==> config.mk <==
export PLATFORM = sky130hd
export DESIGN_NAME = sfr_stall_fault_response
export DESIGN_NICKNAME = d
export VERILOG_FILES = /design/src/sfr_pkg.sv /design/src/sfr_stall_fault_response.sv
export SDC_FILE = /design/constraint.sdc
export NUM_CORES = 1
export LEC_CHECK = 0
export BUFFER_PORTS_ARGS = -buffer_cell sky130_fd_sc_hd__buf_2
export CORE_MARGIN = 5
export CORE_UTILIZATION = 49
export DETAILED_ROUTE_END_ITERATION = 6
export GPL_TIMING_DRIVEN = 0
export PLACE_DENSITY_LB_ADDON = 0.3
export SLEW_MARGIN = 40
export SYNTH_ARGS = -nofsm -noshare
export SYNTH_HDL_FRONTEND = slang
export SYNTH_SLANG_ARGS = --single-unit
==> constraint.sdc <==
create_clock -name sys_clk -period 2.13 [get_ports sys_clk]
set_input_delay 0.1065 -clock sys_clk [delete_from_list [all_inputs] [get_ports sys_clk]]
set_output_delay 0.1065 -clock sys_clk [all_outputs]
set_load 0.05 [all_outputs]
==> src/sfr_pkg.sv <==
package sfr_pkg;

	// ========================================
	// fault slots and field layout
	localparam int SFR_NF = 3;
	localparam int SFR_MTR = 0;
	localparam int SFR_HW = 1;
	localparam int SFR_SW = 2;
	localparam int SFR_SENSE_W = 12;
	localparam int SFR_MODE_MUTE_BIT = 0;
	localparam int SFR_MODE_RETRY_BIT = 2;
	localparam int SFR_MODE_NOACT_BIT = 3;
	localparam logic [3:0] SFR_MODE_REPORT_ONLY = 4'h8;

	// ========================================
	// timing
	localparam int SFR_CLK_HZ = 25_000_000;
	localparam int SFR_RETRY_TIME_MS = 100;
	localparam int SFR_RETRY_CYC = SFR_RETRY_TIME_MS * (SFR_CLK_HZ / 1000);
	localparam int SFR_CLEAR_TIME_MS = 200;
	localparam int SFR_CNT_W = 32;

	// ========================================
	// types
	typedef enum logic [1:0] {
		SFR_FET_ACTIVE,
		SFR_FET_HIZ,
		SFR_FET_HS_BRAKE,
		SFR_FET_LS_BRAKE
	} sfr_fet_e;

	typedef struct packed {
		logic abnormal_speed;
		logic no_motor;
		logic abnormal_bemf;
	} sfr_stall_s;

	typedef struct packed {
		logic [3:0] software_stall_response_mode;
		logic [3:0] hardware_stall_response_mode;
		logic [3:0] motor_stall_response_mode;
	} sfr_modes_s;

	typedef struct packed {
		logic software_stall_current_fault;
		logic hardware_stall_current_fault;
		logic motor_stall_fault;
	} sfr_flags_s;

	typedef struct packed {
		logic [SFR_NF-1:0] lat;
		logic [SFR_NF-1:0] rty;
		logic [SFR_NF-1:0] rep;
		logic [SFR_CNT_W-1:0] retry_cnt;
		sfr_fet_e fet;
		logic fault_n;
		logic alarm;
		sfr_flags_s flags;
	} sfr_state_s;

	// ========================================
	// reset values
	localparam logic [SFR_NF-1:0] SFR_FLAGS_RST = 3'h0;
	localparam logic [SFR_CNT_W-1:0] SFR_CNT_RST = 32'h0;
	localparam logic SFR_FAULT_N_RST = 1'b1;
	localparam logic SFR_ALARM_RST = 1'b0;

endpackage

==> src/sfr_stall_fault_response.sv <==
// Contract
// motor stall on speed, no-motor or back-EMF
// motor modes 0000/0001: Hi-Z, report, latched
// motor modes 0100/0101: Hi-Z, report, timed retry
// motor 0010 latched / 0110 retry high-side brake
// motor 0011 latched / 0111 retry low-side brake
// hardware fault when sense exceeds hardware threshold
// hardware modes 0000/0001: Hi-Z, report, latched
// hardware modes 0100/0101: Hi-Z, report, retry
// current faults 0010/0110 high-side brake latched/retry
// current faults 0011/0111 low-side brake latched/retry
// software fault when sense exceeds software threshold
// software modes 0000/0001: Hi-Z, report, latched
// software modes 0100/0101: Hi-Z, report, retry
// 1000 report only; 1xx1 ignored entirely
// latched holds until clear; latched beats retry
// priority latched, retry, then report-only
// actionable faults pull fault pin, alarm if enabled
// clear may take up to 200 ms
`timescale 1ns/1ps
module sfr_stall_fault_response #(
	parameter int RETRY_CYCLES = sfr_pkg::SFR_RETRY_CYC
) (
	input wire logic sys_clk,
	input wire logic rst_n,
	input wire sfr_pkg::sfr_stall_s stall_cond,
	input wire logic [sfr_pkg::SFR_SENSE_W-1:0] phase_sense_voltage,
	input wire logic [sfr_pkg::SFR_SENSE_W-1:0] hardware_stall_current_threshold,
	input wire logic [sfr_pkg::SFR_SENSE_W-1:0] software_stall_current_threshold,
	input wire sfr_pkg::sfr_modes_s modes,
	input wire logic alarm_pin_en,
	input wire logic fault_clear_cmd,
	output sfr_pkg::sfr_fet_e fet_state,
	output logic fault_out_n,
	output logic alarm_out,
	output sfr_pkg::sfr_flags_s controller_fault_flags
);
	import sfr_pkg::*;

	// ========================================
	// mode decoding
	function automatic logic mode_mute(input logic [3:0] m);
		return m[SFR_MODE_NOACT_BIT] & m[SFR_MODE_MUTE_BIT];
	endfunction

	function automatic logic mode_noact(input logic [3:0] m);
		return m[SFR_MODE_NOACT_BIT] & ~m[SFR_MODE_MUTE_BIT];
	endfunction

	function automatic logic mode_retry(input logic [3:0] m);
		return ~m[SFR_MODE_NOACT_BIT] & m[SFR_MODE_RETRY_BIT];
	endfunction

	function automatic sfr_fet_e mode_fet(input logic [3:0] m);
		if (m[SFR_MODE_NOACT_BIT]) begin
			return SFR_FET_ACTIVE;
		end
		unique case (m[1:0])
			2'h2: return SFR_FET_HS_BRAKE;
			2'h3: return SFR_FET_LS_BRAKE;
			default: return SFR_FET_HIZ;
		endcase
	endfunction

	// ========================================
	// fault detection
	logic [3:0] mode_v [SFR_NF];
	logic [SFR_NF-1:0] event_v;
	logic [SFR_NF-1:0] retry_cond_v;

	always_comb begin
		mode_v[SFR_MTR] = modes.motor_stall_response_mode;
		mode_v[SFR_HW] = modes.hardware_stall_response_mode;
		mode_v[SFR_SW] = modes.software_stall_response_mode;
		event_v[SFR_MTR] = stall_cond.abnormal_speed | stall_cond.no_motor | stall_cond.abnormal_bemf;
		event_v[SFR_HW] = phase_sense_voltage > hardware_stall_current_threshold;
		event_v[SFR_SW] = phase_sense_voltage > software_stall_current_threshold;
		for (int i = 0; i < SFR_NF; i++) begin
			retry_cond_v[i] = event_v[i] & mode_retry(mode_v[i]);
		end
	end

	// ========================================
	// state
	sfr_state_s st_ff;
	sfr_state_s nxt_st;
	logic any_act;
	logic found;

	always_comb begin
		nxt_st = st_ff;
		any_act = 1'b0;
		found = 1'b0;
		// clear acts in one cycle, well inside the allowed 200 ms
		if (fault_clear_cmd) begin
			nxt_st.lat = SFR_FLAGS_RST;
			nxt_st.rep = SFR_FLAGS_RST;
		end
		// sets come after the clear so a coincident event is kept
		for (int i = 0; i < SFR_NF; i++) begin
			if (event_v[i] && !mode_mute(mode_v[i])) begin
				if (mode_noact(mode_v[i])) begin
					nxt_st.rep[i] = 1'b1;
				end else if (mode_retry(mode_v[i])) begin
					nxt_st.rty[i] = 1'b1;
				end else begin
					nxt_st.lat[i] = 1'b1;
				end
			end
		end
		// retry time runs only once every retry condition has gone
		if (nxt_st.rty == SFR_FLAGS_RST || (|retry_cond_v)) begin
			nxt_st.retry_cnt = SFR_CNT_RST;
		end else if (st_ff.retry_cnt >= SFR_CNT_W'(RETRY_CYCLES - 1)) begin
			nxt_st.rty = SFR_FLAGS_RST;
			nxt_st.retry_cnt = SFR_CNT_RST;
		end else begin
			nxt_st.retry_cnt = st_ff.retry_cnt + SFR_CNT_W'(1);
		end
		// latched faults steer the stage before retry faults; motor slot first
		nxt_st.fet = SFR_FET_ACTIVE;
		for (int i = 0; i < SFR_NF; i++) begin
			if (nxt_st.lat[i] && !found) begin
				nxt_st.fet = mode_fet(mode_v[i]);
				found = 1'b1;
			end
		end
		for (int i = 0; i < SFR_NF; i++) begin
			if (nxt_st.rty[i] && !found) begin
				nxt_st.fet = mode_fet(mode_v[i]);
				found = 1'b1;
			end
		end
		any_act = |(nxt_st.lat | nxt_st.rty);
		nxt_st.fault_n = !(any_act || ((|nxt_st.rep) && !alarm_pin_en));
		nxt_st.alarm = alarm_pin_en && (any_act || (|nxt_st.rep));
		nxt_st.flags = nxt_st.lat | nxt_st.rty | nxt_st.rep;
	end

	always_ff @(posedge sys_clk) begin
		if (!rst_n) begin
			st_ff.lat <= SFR_FLAGS_RST;
			st_ff.rty <= SFR_FLAGS_RST;
			st_ff.rep <= SFR_FLAGS_RST;
			st_ff.retry_cnt <= SFR_CNT_RST;
			st_ff.fet <= SFR_FET_ACTIVE;
			st_ff.fault_n <= SFR_FAULT_N_RST;
			st_ff.alarm <= SFR_ALARM_RST;
			st_ff.flags <= SFR_FLAGS_RST;
		end else begin
			st_ff <= nxt_st;
		end
	end

	assign fet_state = st_ff.fet;
	assign fault_out_n = st_ff.fault_n;
	assign alarm_out = st_ff.alarm;
	assign controller_fault_flags = st_ff.flags;

	// ========================================
	// checks
	motor_detect_a: assert property (@(posedge sys_clk) disable iff (!rst_n)
		(|stall_cond) && modes.motor_stall_response_mode == 4'h0
		|=> st_ff.lat[SFR_MTR] && !fault_out_n)
		else $error("motor stall not latched");

	hw_detect_a: assert property (@(posedge sys_clk) disable iff (!rst_n)
		event_v[SFR_HW] && !mode_mute(modes.hardware_stall_response_mode)
		|=> controller_fault_flags.hardware_stall_current_fault)
		else $error("hardware stall fault not flagged");

	sw_retry_a: assert property (@(posedge sys_clk) disable iff (!rst_n)
		event_v == 3'h4 && modes.software_stall_response_mode == 4'h6
		&& st_ff.lat == 3'h0 && st_ff.rty[1:0] == 2'h0
		|=> st_ff.rty[SFR_SW] && fet_state == SFR_FET_HS_BRAKE)
		else $error("software retry brake not applied");

	latch_hold_a: assert property (@(posedge sys_clk) disable iff (!rst_n)
		st_ff.lat[SFR_MTR] && !fault_clear_cmd |=> st_ff.lat[SFR_MTR])
		else $error("latched fault dropped without clear");

	clear_done_a: assert property (@(posedge sys_clk) disable iff (!rst_n)
		fault_clear_cmd && event_v == 3'h0 |=> st_ff.lat == 3'h0 && st_ff.rep == 3'h0)
		else $error("clear did not remove latched faults");

	latch_first_a: assert property (@(posedge sys_clk) disable iff (!rst_n)
		st_ff.lat[SFR_MTR] |-> fet_state == mode_fet($past(modes.motor_stall_response_mode)))
		else $error("latched motor fault not steering stage");

	retry_time_a: assert property (@(posedge sys_clk) disable iff (!rst_n)
		$fell(|st_ff.rty) && $past(rst_n)
		|-> $past(st_ff.retry_cnt) == SFR_CNT_W'(RETRY_CYCLES - 1))
		else $error("retry ended before retry time");

	fault_pin_a: assert property (@(posedge sys_clk) disable iff (!rst_n)
		(|(st_ff.lat | st_ff.rty)) |-> !fault_out_n && (alarm_out == $past(alarm_pin_en)))
		else $error("actionable fault not on fault pin");

	mute_quiet_a: assert property (@(posedge sys_clk) disable iff (!rst_n)
		st_ff.flags == 3'h0 && mode_mute(modes.hardware_stall_response_mode)
		&& event_v == 3'h2 |=> fault_out_n && fet_state == SFR_FET_ACTIVE)
		else $error("muted fault acted");

	motor_ls_retry_a: assert property (@(posedge sys_clk) disable iff (!rst_n)
		event_v[SFR_MTR] && modes.motor_stall_response_mode == 4'h7
		|=> st_ff.rty[SFR_MTR] && (fet_state == SFR_FET_LS_BRAKE || st_ff.lat != 3'h0))
		else $error("motor retry low-side brake not applied");

	hw_brake_a: assert property (@(posedge sys_clk) disable iff (!rst_n)
		event_v[SFR_HW] && modes.hardware_stall_response_mode == 4'h3
		|=> st_ff.lat[SFR_HW] && (fet_state == SFR_FET_LS_BRAKE || st_ff.lat[SFR_MTR]))
		else $error("hardware latched low-side brake not applied");

	report_only_a: assert property (@(posedge sys_clk) disable iff (!rst_n)
		event_v[SFR_MTR] && modes.motor_stall_response_mode == SFR_MODE_REPORT_ONLY
		|=> st_ff.rep[SFR_MTR] && controller_fault_flags.motor_stall_fault)
		else $error("report-only motor fault not flagged");

	report_pin_a: assert property (@(posedge sys_clk) disable iff (!rst_n)
		(|st_ff.rep) && st_ff.lat == 3'h0 && st_ff.rty == 3'h0
		|-> fault_out_n == $past(alarm_pin_en) && alarm_out == $past(alarm_pin_en))
		else $error("report-only fault on wrong pin");

	retry_bound_a: assert property (@(posedge sys_clk) disable iff (!rst_n)
		st_ff.retry_cnt <= SFR_CNT_W'(RETRY_CYCLES - 1))
		else $error("retry counter ran past retry time");

endmodule

Word level (Yosys, flattened, before mapping)
Cells that the tools add are included.
Operators by class
  multiplexer cells: 60
  add/sub/neg operators: 1
  reduce and logical (&&, ||, !) cells: 28
  eq/ne operators: 6
  bitwise logic cells: 23
  order comparisons: 3
Operators with widths (count)
  1-bit 2-to-1 mux: 38
  32-bit by 1-bit adder with 32-bit output, second input constant: 1
  32-bit by 22-bit greater-or-equal comparator with 1-bit output, second input constant: 1
  2-bit 2-to-1 mux: 15
  12-bit greater-than comparator: 2
  1-bit AND: 12
  2-bit equality test, second input constant: 6
  3-bit 2-to-1 mux: 4
  2-bit one-hot mux with 2 select lines: 3
  3-bit OR reduction: 4
  1-bit logical AND: 10
  1-bit logical NOT: 10
  1-bit NOT: 7
  3-bit bitwise OR: 2
  3-bit logical NOT: 1
  1-bit logical OR: 3
  1-bit bitwise OR: 2
Word-level totals
  input port bits: 55
  register bits after elaboration: 48
  word-level logic and storage cells: 131
  output and inout bits: 7

Depth between registers and ports, before layout
  word-level depth: 23
  gate-level depth with buffers: 10
  mapped depth without buffers: 10

Least setup slack after synthesis
No wires, ideal clock.
  path type: input port to flip-flop
  start point: input port software_stall_current_threshold[1] (netlist name)
  end point: register st_ff, in the netlist alarm_out
  required time: 2.008 ns
  data arrival time: 1.980 ns
  path buffers: 0
  library setup time: 0.122 ns
  cell stages on the path: 10
  setup slack: 0.028 ns
  cell sequence: inv_1 -> ha_1 -> nor2b_1 -> o211ai_2 -> a211oi_1 -> or3_4 -> a211o_1 -> nor2_2 -> a31oi_1 -> o311a_1
Between the ends
  longest elaborated chain between the ends: 10
  elaborated cells on any way between the ends: 16
  classes of those cells: order compare (1); mux (5); bitwise (2); reduce/logical (8)
Ends and longest elaborated chain
  from (decl): RTL line sfr_stall_fault_response.sv:29  | input wire logic [sfr_pkg::SFR_SENSE_W-1:0] software_stall_current_threshold,
  12-bit greater-than comparator (*): RTL line sfr_stall_fault_response.sv:77  | event_v[SFR_SW] = phase_sense_voltage > software_stall_current_threshold;
  1-bit logical AND: RTL line sfr_stall_fault_response.sv:101  | if (event_v[i] && !mode_mute(mode_v[i])) begin
  1-bit 2-to-1 mux: RTL line sfr_stall_fault_response.sv:101
  3-bit logical NOT: RTL line sfr_stall_fault_response.sv:112  | if (nxt_st.rty == SFR_FLAGS_RST || (|retry_cond_v)) begin
  1-bit logical OR: RTL line sfr_stall_fault_response.sv:112
  3-bit 2-to-1 mux: RTL line sfr_stall_fault_response.sv:112
  3-bit bitwise OR: RTL line sfr_stall_fault_response.sv:134  | any_act = |(nxt_st.lat | nxt_st.rty);
  3-bit OR reduction: RTL line sfr_stall_fault_response.sv:134
  1-bit logical OR (*): RTL line sfr_stall_fault_response.sv:136  | nxt_st.alarm = alarm_pin_en && (any_act || (|nxt_st.rep));
  1-bit logical AND (*): RTL line sfr_stall_fault_response.sv:136
  to (signal assigned): RTL line sfr_stall_fault_response.sv:151  | st_ff <= nxt_st;
  to (decl): RTL line sfr_stall_fault_response.sv:85  | sfr_state_s st_ff;
Mark *: on every way between the ends. The rest lies on a longest branch, timed or not.
A chain may end at the register's enable or synchronous reset.

Worst setup path in the final report
  start point: input port phase_sense_voltage[9] (netlist name)
  end point: register st_ff, in the netlist alarm_out
Between the ends
  longest elaborated chain between the ends: 10
  elaborated cells on any way between the ends: 22
  classes of those cells: order compare (2); mux (8); bitwise (3); reduce/logical (9)
Ends and longest elaborated chain
  from (decl): RTL line sfr_stall_fault_response.sv:27  | input wire logic [sfr_pkg::SFR_SENSE_W-1:0] phase_sense_voltage,
  12-bit greater-than comparator, on equally long branches: RTL line sfr_stall_fault_response.sv:76, sfr_stall_fault_response.sv:77
  1-bit logical AND: RTL line sfr_stall_fault_response.sv:101
  1-bit 2-to-1 mux: RTL line sfr_stall_fault_response.sv:101
  3-bit logical NOT: RTL line sfr_stall_fault_response.sv:112
  1-bit logical OR: RTL line sfr_stall_fault_response.sv:112
  3-bit 2-to-1 mux: RTL line sfr_stall_fault_response.sv:112
  3-bit bitwise OR: RTL line sfr_stall_fault_response.sv:134
  3-bit OR reduction: RTL line sfr_stall_fault_response.sv:134
  1-bit logical OR (*): RTL line sfr_stall_fault_response.sv:136
  1-bit logical AND (*): RTL line sfr_stall_fault_response.sv:136
Marked as above.

==> qor.txt <==
Run status - finished with violations
Violated checks - negative setup slack
Cell taking the most area after synthesis - dfxtp_1
Synth unique cells - 50
Post-synth EDFFs - 0
Total CTS buffers - 5
Post-DR wirelength/cell - 12.6 um
Top cells by count, synth - 48 x dfxtp_1, 44 x nor2_1, 39 x inv_1
Largest net degree at the start of global routing - 16
Slew margin rel. - 52.7%
Worst-Skew Late Latency - 0.30 ns
Initial antenna violation count - 0
Register bit total from synthesis - 48
Startpoint types - input pin
Initial drt markers - 90
Cell Pwr Density - 600 nW/um2
Row count - 26
TritonCTS clock tree - done
Vias in the first global route - 2,248
Starting density of the core - 51.2%
Overflow left after global routing - 0
Utilization after layout - 64.9%
DRC Markers - 0
Core area - 5200 um2
# diodes - 0
Ys Warns - 0
Routed vias/inst - 5.21
Htree depth - 2
Critical Path Fanout Max - 3
Ys async rst share - 0%
Main flop type after synthesis - dfxtp_1
Total Routing Usage GR - 16.2%
Pre-antenna DRT Iters - 4
Die width - 83.8 um
Final min period - 2.16 ns
Final Hold Viols - 0
Clock-pin slew on the worst setup and hold paths - 0.08 ns
Worst vdd ir - 0.428 mV
Global-route wire length before repair - 9560 um
Dpl ws - -0.383 ns
Top cell type's share of synthesized area - 36.0%
CTS root buffer - clkbuf_8
Share of layout cells above drive strength 1 - 26.7%
R2R Setup Slk - 0.19 ns
Fin. max-slew vios - 0
Routed via count - 2,452
Mapped Cells - 319
Die ar. - 7020 um2
DP HPWL - 4500 um
Detail Route Antenna Nets - 0
Count leader, synth - dfxtp_1
Worst Hold Class - in -> reg
WP data arrival - 2.35 ns
Final Cycle Share - 101%
Final Net Count - 480
RSZ-0062 raised after global routing - yes
Post-Synthesis Cell Area - 2670 um2
Slew @ Worst Pin - 0.707 ns
RePlAce Congestion - 0.859
Syn Area/Cell - 8.36 um2
Max-Cap Viols - 0
Max Fclk - 0.464 GHz
# hold bufs at CTS - 0
Num Clock Sinks - 48
Port Buf Inserts - 61
Leakage - 1.51 nW
Clock Tree Buf Depth - 2
Layout Skew - 0.00355 ns
Post-synthesis sequential area ratio - 36.0%
IO Pins - 62
Critical path required time - 2.32 ns
Final setup vio count - 1
Setup ws final - -0.0275 ns
Top post-synthesis cells by area - dfxtp_1 36%, ha_1 12%, nor2_1 6.2%
CP Capture Type - flop
Layout Area Growth over Synthesis - 26.7%
Critical path class - in -> reg
Die Ht - 83.8 um
Routed WL - 5910 um
## worst paths after layout
kind / startpoint / to / depth (start not counted)
worst min-delay path: alarm_pin_en / alarm_out$_SDFF_PN0_ / 2
worst max-delay path: phase_sense_voltage[9] / alarm_out$_SDFF_PN0_ / 9
worst min register to register: st_ff[7]$_SDFF_PP0_ / st_ff[7]$_SDFF_PP0_ / 1
worst max register to register: st_ff[7]$_SDFF_PP0_ / st_ff[24]$_SDFF_PP0_ / 10
## worst max-delay path, cell delays in order
cell      delay [ns]
buf_2           0.11
ha_1            0.31
nand4_1         0.18
inv_1           0.10
a221oi_4        0.38
a21oi_1         0.14
a32o_1          0.30
or3_1           0.39
o311a_1         0.33
## per-layer routing
layer | part of all wire [%] | track usage, % | vias up
li1 | - | - | 1249
met1 | 42 | 19.2 | 1116
met2 | 50 | 28.4 | 79
met3 | 6.5 | 5.03 | 8
met4 | 1.5 | 3.95 | 0
met5 | 0 | 0 | -
## registers in the layout, indices dropped and copies added, names as in the netlist
name / cells
alarm_out: 1
controller_fault_flags: 3
fault_out_n: 1
fet_state: 2
st_ff: 41
## layout by cell type (no fill, tap or decap), drive strengths merged, types with 3 or more instances in the layout
| cell | netlist | routed |
|---|---|---|
| buf | 5 | 71 |
| dfxtp | 48 | 48 |
| nor2 | 45 | 45 |
| inv | 39 | 39 |
| ha | 25 | 25 |
| nand2 | 21 | 21 |
| a21oi | 15 | 15 |
| xor2 | 14 | 14 |
| nand3 | 13 | 13 |
| conb | 1 | 10 |
| nand4 | 9 | 9 |
| o21ai | 9 | 9 |
| nor3 | 8 | 8 |
| clkbuf | 2 | 6 |
| nor2b | 5 | 5 |
| xnor2 | 5 | 5 |
| nand2b | 5 | 5 |
| and2 | 4 | 4 |
| or3 | 4 | 4 |
| a21o | 3 | 3 |
| and3 | 3 | 3 |
| o221ai | 3 | 3 |
## final cells by class
class	count	area, um2
clock inverter	3	42.5
inverter	39	146
timing repair buffer	65	335
buffer	7	47.5
multi-input combinational	234	1690
sequential	48	962
clock buffer	5	68.8
tap	70	87.6
fill	428	1830
## through the flow
step	area, um2	std cells	hold WS [ns]	power (mW)	TNS, ns
after floorplan	2700	328	0.171	1.23	0
after global placement	3090	459	0.356	1.35	-4.99
after detailed placement	3090	459	0.364	1.35	-4.96
after CTS	3220	468	0.0365	2.00	0
after global routing	3380	471	0.0252	2.14	-0.307
final	3380	471	0.0478	2.03	-0.0275
## cells by family (layout without fill, tap and decap cells)
kind of cell    after synthesis  in the layout  share of synthesized area, %
flops                        48             48                          36.0
fa+ha+maj                    25             25                          11.7
xor+xnor                     19             19                          6.24
other cells                   1             10                         0.141
compound gates               52             52                          14.5
mux                           2              2                         0.751
simple gates                126            126                          23.4
buf+inv                      46            119                          7.18
## power by group
group	switching [mW]	leakage, nW	total, mW	internal, mW
sequential	0.0106	0.394	0.943	0.932
combinational	0.260	1.06	0.446	0.187
clock	0.293	0.0541	0.640	0.347
## what timing repair did
action / in CTS / in global routing
buffers inserted: 1 / 3
pin swaps: 1 / 8
setup endpoints to repair: 22 / 26
gates resized for setup: 5 / 25
Power figures use the tool's default switching activity.
